==> src/design/sector_cfg_pkg.sv <==
// Functional notes
// - Suspend status reads invalid during any reset, power-down exit or chip-select reset.
// - Bit 6 zero groups small sectors together; one splits them evenly; default zero.
// - Bit 2 zero places grouped small sectors at bottom, one at top.
// - Split selection overrides the top/bottom selection.
// - Small sector block replaces part of the end large sector, no added space.
// - Bit 5 zero keeps top half readable under read password; one the bottom half.
// - Permanent lock is one-time settable in nonvolatile copy, read-only in volatile.
// - Permanent lock set makes layout and readable-half bits read-only forever.
// - Temporary lock writable only in volatile copy; blocks layout changes until any reset, power-down exit or chip-select reset.
// - Either lock protects split, top/bottom and readable-half bits from program and erase.
package sector_cfg_pkg;
	localparam logic [3:0] nonvolatile_offset = 4'h0;
	localparam logic [3:0] volatile_offset = 4'h4;
	localparam logic [3:0] status_offset = 4'h8;
	localparam logic [3:0] control_offset = 4'hc;
	localparam int split_bit = 6;
	localparam int readable_bit = 5;
	localparam int perm_lock_bit = 4;
	localparam int top_bottom_bit = 2;
	localparam int temp_lock_bit = 0;
	localparam logic [7:0] config_reset = 8'h00;
	localparam logic [7:0] layout_mask = 8'h64;
	localparam logic [7:0] reserved_mask = 8'h8a;
	localparam int status_busy_bit = 0;
	localparam int status_valid_bit = 1;

	typedef struct packed {
		logic split_small_sectors;
		logic small_sector_top_bottom;
		logic readable_half_select;
		logic permanent_layout_lock;
		logic temporary_layout_lock;
	} layout_type;
endpackage : sector_cfg_pkg

==> src/design/sector_layout_config_register.sv <==
// The implementer's own choices: register access over Wishbone and the placing of the registers.
`timescale 1ns/1ps
`default_nettype none
module sector_layout_config_register (
	input wire logic clk, // 25 MHz system clock
	input wire logic rst_n, // Synchronous reset, active low
	input wire logic clk_en, // Freezes all state while low, except that rst_n still resets
	input wire logic wb_cyc_i, // Wishbone cycle
	input wire logic wb_stb_i, // Wishbone strobe
	input wire logic wb_we_i, // Wishbone write enable
	input wire logic [3:0] wb_adr_i, // Byte address
	input wire logic [3:0] wb_sel_i, // Byte lane selects
	input wire logic [31:0] wb_dat_i, // Write data
	output logic [31:0] wb_dat_o, // Read data
	output logic wb_ack_o, // Acknowledge
	input wire logic busy_in, // Array operation in progress
	input wire logic array_erase_in, // Array erase request for protection check
	input wire logic dpd_exit_in, // Deep power-down exit pulse
	input wire logic cs_reset_in, // Chip-select signalling reset pulse
	output sector_cfg_pkg::layout_type layout_o, // Active layout selection
	output logic suspend_status_valid_o, // Suspend status may be trusted
	output logic erase_blocked_o // Array erase refused by lock
);
	// Cells leave the factory at their default; resets never touch them
	logic [7:0] nonvolatile_ff = sector_cfg_pkg::config_reset;
	logic [7:0] volatile_ff;
	logic suspend_valid_ff;
	logic ack_ff;
	logic [31:0] rdata_ff;
	logic split_ff;
	logic top_bottom_ff;
	logic readable_ff;
	logic perm_lock_ff;
	logic temp_lock_ff;
	logic erase_blocked_ff;
	logic busy_meta_ff, busy_sync_ff;
	logic dpd_meta_ff, dpd_sync_ff;
	logic csr_meta_ff, csr_sync_ff;
	logic erase_meta_ff, erase_sync_ff;
	logic req;
	logic rd_req;
	logic wr_lane0;
	logic wr_nonvolatile;
	logic wr_volatile;
	logic perm_locked;
	logic temp_locked;
	logic locked;
	logic reload_ff;
	logic [7:0] nxt_nonvolatile;
	logic [7:0] nxt_volatile;
	logic [31:0] nxt_rdata;

	// A request is taken once, while ack is still low
	assign req = wb_cyc_i && wb_stb_i && !ack_ff;
	assign rd_req = req && !wb_we_i;
	// Writes land at the edge where the master sees ack high
	assign wr_lane0 = wb_cyc_i && wb_stb_i && ack_ff && wb_we_i && wb_sel_i[0];
	assign wr_nonvolatile = wr_lane0 && (wb_adr_i == sector_cfg_pkg::nonvolatile_offset);
	assign wr_volatile = wr_lane0 && (wb_adr_i == sector_cfg_pkg::volatile_offset);
	assign perm_locked = nonvolatile_ff[sector_cfg_pkg::perm_lock_bit];
	assign temp_locked = volatile_ff[sector_cfg_pkg::temp_lock_bit];
	// Either lock freezes the layout fields
	assign locked = perm_locked || temp_locked;

	// Busy flag comes from the array, another timing domain
	always_ff @(posedge clk) begin
		if (!rst_n) begin
			busy_meta_ff <= 1'b0;
			busy_sync_ff <= 1'b0;
		end else if (clk_en) begin
			busy_meta_ff <= busy_in;
			busy_sync_ff <= busy_meta_ff;
		end
	end

	always_ff @(posedge clk) begin
		if (!rst_n) begin
			dpd_meta_ff <= 1'b0;
			dpd_sync_ff <= 1'b0;
		end else if (clk_en) begin
			dpd_meta_ff <= dpd_exit_in;
			dpd_sync_ff <= dpd_meta_ff;
		end
	end

	always_ff @(posedge clk) begin
		if (!rst_n) begin
			csr_meta_ff <= 1'b0;
			csr_sync_ff <= 1'b0;
		end else if (clk_en) begin
			csr_meta_ff <= cs_reset_in;
			csr_sync_ff <= csr_meta_ff;
		end
	end

	always_ff @(posedge clk) begin
		if (!rst_n) begin
			erase_meta_ff <= 1'b0;
			erase_sync_ff <= 1'b0;
		end else if (clk_en) begin
			erase_meta_ff <= array_erase_in;
			erase_sync_ff <= erase_meta_ff;
		end
	end

	always_comb begin
		nxt_nonvolatile = nonvolatile_ff;
		if (wr_nonvolatile) begin
			if (!locked) begin
				nxt_nonvolatile = (nonvolatile_ff & ~sector_cfg_pkg::layout_mask) |
					(wb_dat_i[7:0] & sector_cfg_pkg::layout_mask);
			end
			// Lock bit only ever moves zero to one
			if (wb_dat_i[sector_cfg_pkg::perm_lock_bit]) begin
				nxt_nonvolatile[sector_cfg_pkg::perm_lock_bit] = 1'b1;
			end
			// Reserved bits hold what the host wrote
			nxt_nonvolatile[7] = wb_dat_i[7];
			nxt_nonvolatile[3] = wb_dat_i[3];
			nxt_nonvolatile[1] = wb_dat_i[1];
		end
	end

	// Nonvolatile copy survives resets, modelling flash cells
	always_ff @(posedge clk) begin
		if (clk_en) begin
			nonvolatile_ff <= nxt_nonvolatile;
		end
	end

	always_comb begin
		nxt_volatile = volatile_ff;
		// Every reset kind reloads, the pin reset one cycle after release
		if (reload_ff || dpd_sync_ff || csr_sync_ff) begin
			nxt_volatile = nonvolatile_ff;
			nxt_volatile[sector_cfg_pkg::temp_lock_bit] = 1'b0;
		end else if (wr_volatile) begin
			// Temporary lock sets only; clears on every reset kind
			if (wb_dat_i[sector_cfg_pkg::temp_lock_bit]) begin
				nxt_volatile[sector_cfg_pkg::temp_lock_bit] = 1'b1;
			end
			nxt_volatile[7] = wb_dat_i[7];
			nxt_volatile[3] = wb_dat_i[3];
			nxt_volatile[1] = wb_dat_i[1];
		end
	end

	always_ff @(posedge clk) begin
		if (!rst_n) begin
			volatile_ff <= sector_cfg_pkg::config_reset;
		end else if (clk_en) begin
			volatile_ff <= nxt_volatile;
		end
	end

	// Reset reload runs one cycle after release: nonvolatile isn't reset
	always_ff @(posedge clk) begin
		if (!rst_n) begin
			reload_ff <= 1'b1;
		end else if (clk_en) begin
			reload_ff <= 1'b0;
		end
	end

	always_ff @(posedge clk) begin
		if (!rst_n) begin
			split_ff <= 1'b0;
		end else if (clk_en) begin
			split_ff <= volatile_ff[sector_cfg_pkg::split_bit];
		end
	end

	always_ff @(posedge clk) begin
		if (!rst_n) begin
			top_bottom_ff <= 1'b0;
		end else if (clk_en) begin
			top_bottom_ff <= volatile_ff[sector_cfg_pkg::top_bottom_bit];
		end
	end

	always_ff @(posedge clk) begin
		if (!rst_n) begin
			readable_ff <= 1'b0;
		end else if (clk_en) begin
			readable_ff <= volatile_ff[sector_cfg_pkg::readable_bit];
		end
	end

	always_ff @(posedge clk) begin
		if (!rst_n) begin
			perm_lock_ff <= 1'b0;
		end else if (clk_en) begin
			perm_lock_ff <= volatile_ff[sector_cfg_pkg::perm_lock_bit];
		end
	end

	always_ff @(posedge clk) begin
		if (!rst_n) begin
			temp_lock_ff <= 1'b0;
		end else if (clk_en) begin
			temp_lock_ff <= volatile_ff[sector_cfg_pkg::temp_lock_bit];
		end
	end

	// Array erase request is refused while locked
	always_ff @(posedge clk) begin
		if (!rst_n) begin
			erase_blocked_ff <= 1'b0;
		end else if (clk_en) begin
			erase_blocked_ff <= erase_sync_ff && locked;
		end
	end

	// Any reset event makes suspend status invalid until idle
	always_ff @(posedge clk) begin
		if (!rst_n) begin
			suspend_valid_ff <= 1'b0;
		end else if (clk_en) begin
			if (dpd_sync_ff || csr_sync_ff || reload_ff) begin
				suspend_valid_ff <= 1'b0;
			end else begin
				suspend_valid_ff <= !busy_sync_ff;
			end
		end
	end

	always_ff @(posedge clk) begin
		if (!rst_n) begin
			ack_ff <= 1'b0;
		end else if (clk_en) begin
			ack_ff <= req;
		end
	end

	// Read data is zero whenever no read is answered
	always_comb begin
		nxt_rdata = 32'h00000000;
		if (rd_req) begin
			unique case (wb_adr_i)
				sector_cfg_pkg::nonvolatile_offset: nxt_rdata = {24'h000000, nonvolatile_ff};
				sector_cfg_pkg::volatile_offset: nxt_rdata = {24'h000000, volatile_ff};
				sector_cfg_pkg::status_offset: nxt_rdata = {30'h0, suspend_valid_ff,
					busy_sync_ff};
				default: nxt_rdata = 32'h00000000;
			endcase
		end
	end

	always_ff @(posedge clk) begin
		if (!rst_n) begin
			rdata_ff <= 32'h00000000;
		end else if (clk_en) begin
			rdata_ff <= nxt_rdata;
		end
	end

	assign wb_ack_o = ack_ff;
	assign wb_dat_o = rdata_ff;
	assign layout_o.split_small_sectors = split_ff;
	assign layout_o.small_sector_top_bottom = top_bottom_ff;
	assign layout_o.readable_half_select = readable_ff;
	assign layout_o.permanent_layout_lock = perm_lock_ff;
	assign layout_o.temporary_layout_lock = temp_lock_ff;
	assign suspend_status_valid_o = suspend_valid_ff;
	assign erase_blocked_o = erase_blocked_ff;
endmodule : sector_layout_config_register
`default_nettype wire

==> config.mk <==
export PLATFORM = sky130hd
export DESIGN_NAME = sector_layout_config_register
export DESIGN_NICKNAME = d
export VERILOG_FILES = /design/src/design/sector_cfg_pkg.sv /design/src/design/sector_layout_config_register.sv
export SDC_FILE = /design/constraint.sdc
export NUM_CORES = 1
export LEC_CHECK = 0
export ABC_AREA = 0
export BUFFER_PORTS_ARGS = -buffer_cell sky130_fd_sc_hd__buf_2
export CAP_MARGIN = 10
export CORE_MARGIN = 5
export CORE_UTILIZATION = 25
export CTS_CLUSTER_SIZE = 40
export DETAILED_ROUTE_END_ITERATION = 8
export PLACE_DENSITY_LB_ADDON = 0.3
export SLEW_MARGIN = 20
export SYNTH_ARGS = -nofsm -noshare
export SYNTH_HDL_FRONTEND = slang
export SYNTH_SLANG_ARGS = --single-unit
==> constraint.sdc <==
create_clock -name clk -period 3.95 [get_ports clk]
set_clock_uncertainty 0.1 [all_clocks]
set_input_delay 0 -clock clk [delete_from_list [all_inputs] [get_ports clk]]
set_output_delay 0 -clock clk [all_outputs]
set_load 0.02 [all_outputs]
==> run metrics <==
Slowest cell on crit path=nor4_1; Setup WS pre-CTS=1730 ps; synthesized area per cell=10.3 um^2; post-synthesis cell type count=33; core area=7650 um^2; reg-to-reg startpoint=wb_ack_o$_SDFFE_PN0P_; mapped cell area=1940 um^2; Antenna diodes=0; worst hold start=wb_stb_i; FILL cells=~830; flops & latches, synth=40; WP data arrival=~1900 ps; worst-margin pin slew=approximately 640 ps; P&R area growth vs syn=18.2%; largest net degree at the start of global routing=36; max_slew headroom=a little under three fifths; tightest hold margin=59.9 ps; PD cells=347 nW/um^2; Nets=281; Slew Limit Fails=0; total gr overflow=0; Hold Crit Class=primary input to flip-flop; CP bufs+invs=0; first-pass GRT wire length=6600 um; VDD IR max=a little over 0.0001 V; vias in the first global route=around 1,300; post_cts resized=0; Initial Utilization=around a quarter; crit path cell chain=nand3_1 -> nor4_1 -> and2b_1 -> and2_1; initial antenna violation count=0; slowest cell delay on critical path=550 ps; register area share after synthesis=around 45%; Clock Sinks=40; Max Cap Viol=0; CTS tree=yes; # setup viols final=0; Die Span Y=98.0 um; final routed DRC violation total=0; Pwr Total=between 700 and 800 uW; antenna-violating nets left=0; outcome=complete, no violations; layout cells sized above 1=between 20% and 30%; first-pass detailed-route iteration total=4; final hold viol count=0; worst-path maximum fanout=5; DR vias=1,299; cts hold-fix bufs=12; final worst slack=1910 ps; number of port buffers=38; site row count=32; Via density=roughly 4; CP Launch Type=flip-flop; CP startpoint=wb_ack_o$_SDFFE_PN0P_; H-tree levels=2; final worst-path cycle share=51.7%; Final GP Congestion=roughly 0.74; RSZ-0062 raised after global routing=no; GRT Total Usage=between 8 and 9%; Yosys warning count=0; Worst Path Required=3830 ps; HPWL after detailed placement=~2800 um; number of I/O pins=90; CTS Buf Count=5; crit path time final=2040 ps; Cells after Synth=188; root buffer cell=clkbuf_8; post-CTS setup buffer count=0; Leakage=0.997 nW; CP delay by family, top=simple AND/OR/NAND/NOR gates; clk slew on worst S/H paths=70 ps; critical path class=flip-flop to flip-flop; Die X=~98 um; post-route setup TNS=0 ps; Max Fclk=490 MHz; total wire length=just under 4000 um; clk_lat worst skew=290 ps; Max Buffers Root-to-Sink=2; Setup crit end kind=flip-flop; Wirelength per Cell=roughly 12 um; number of DRC markers in iteration 0=42; DIE AREA=9610 um^2
synth_stat cells:
| cell | number | area [um^2] |
|---|---|---|
| buf_4 | 30 | 225 |
| o21ai_0 | 1 | 5.00 |
| and2_1 | 8 | 50.1 |
| buf_2 | 1 | 5.00 |
| mux2i_1 | 29 | 290 |
| nor2_1 | 4 | 15.0 |
| a31oi_1 | 1 | 6.26 |
| o22ai_1 | 5 | 31.3 |
| nand2_1 | 9 | 33.8 |
| mux2_2 | 3 | 33.8 |
| dfxtp_1 | 33 | 661 |
| or4b_1 | 1 | 10.0 |
| nand2b_1 | 2 | 12.5 |
| a221oi_1 | 2 | 17.5 |
| nor2b_1 | 20 | 125 |
| a21boi_0 | 1 | 7.51 |
| nand3_4 | 1 | 17.5 |
| nand3b_1 | 1 | 7.51 |
| conb_1 | 1 | 3.75 |
| o211ai_1 | 1 | 7.51 |
| and2b_1 | 1 | 7.51 |
| o32ai_2 | 1 | 16.3 |
| or4_4 | 1 | 11.3 |
| clkbuf_1 | 6 | 22.5 |
| nor4_1 | 1 | 6.26 |
| nand3_1 | 1 | 5.00 |
| o21a_1 | 3 | 22.5 |
| inv_1 | 8 | 30.0 |
| or2_2 | 2 | 12.5 |
| buf_6 | 1 | 11.3 |
| edfxtp_1 | 7 | 210 |
| a21boi_2 | 1 | 11.3 |
| nor3_1 | 1 | 5.00 |
worst min-delay path, delay by kind of cell:
| kind | cells | cell delay, ps |
|---|---|---|
| buffers and inverters | 1 | 110 |
| muxes | 1 | 60 |
| and+or+nand+nor | 2 | 220 |
layout make-up:
cell class | count | area, um^2 | area share, %
clock buffers | 6 | 72.6 | 3.17
multi-input cells | 125 | 858 | 37.5
repair buffers | 51 | 318 | 13.9
well taps | 102 | 128 | 5.57
inverters | 8 | 30.0 | 1.31
clock inverters | 2 | 12.5 | 0.546
flip-flops and latches | 40 | 871 | 38.0
logic make-up (layout without fill, tap and decap cells):
group | after synthesis | after routing | share of synthesized area [%]
other | 1 | 24 | 0.194
and+or+nand+nor | 53 | 53 | 16.5
AOI/OAI and AO/OA | 16 | 16 | 6.46
muxes | 32 | 32 | 16.7
buffers and inverters | 46 | 67 | 15.2
DFF | 40 | 40 | 45.0
cells in the final DEF (no fill, tap or decap), types with 2 or more instances in the layout:
master	count
buf_2	38
conb_1	24
or2_2	2
dfxtp_1	33
nor2b_1	20
nand2b_1	2
nand2_1	9
clkbuf_8	5
inv_1	8
mux2_2	3
nor2_1	4
o21a_1	3
dlygate4sd3_1	12
mux2i_1	29
a221oi_1	2
o22ai_1	5
and2_1	8
edfxtp_1	7
worst paths after layout:
path / slack [ps] / endpoint / cells after the start
setup reg to reg: 1910 / nonvolatile_ff[6]$_DFFE_PP_ / 4
setup / recovery: 1910 / nonvolatile_ff[6]$_DFFE_PP_ / 4
hold reg to reg: 360 / reload_ff$_SDFFE_PN1P_ / 2
hold / removal: 60 / wb_ack_o$_SDFFE_PN0P_ / 4
layer usage:
metal	part of all wire (%)	track usage (%)	vias up
met5	0	0	-
met4	0.76	2.24	0
met3	8.8	3.64	4
met2	42	12.4	49
met1	49	11.5	583
li1	-	-	663
stage by stage:
| step | utilization (%) | instances | area [um^2] |
|---|---|---|---|
| detailed placement | 27.3 | 314 | 2080 |
| CTS | 29.9 | 334 | 2290 |
| finish | 29.9 | 334 | 2290 |
| global placement | 27.3 | 314 | 2080 |
| floorplan | - | 211 | 2020 |
| global route | 29.9 | 334 | 2290 |
power breakdown:
part,internal (mW),total (mW),switching (mW),leakage (nW)
logic,0.0415,0.100,0.0588,0.624
clock network,0.123,0.262,0.138,0.0412
registers,0.425,0.432,0.00689,0.332
total,0.590,0.794,0.204,0.997
(Power assumes the default switching activity.)
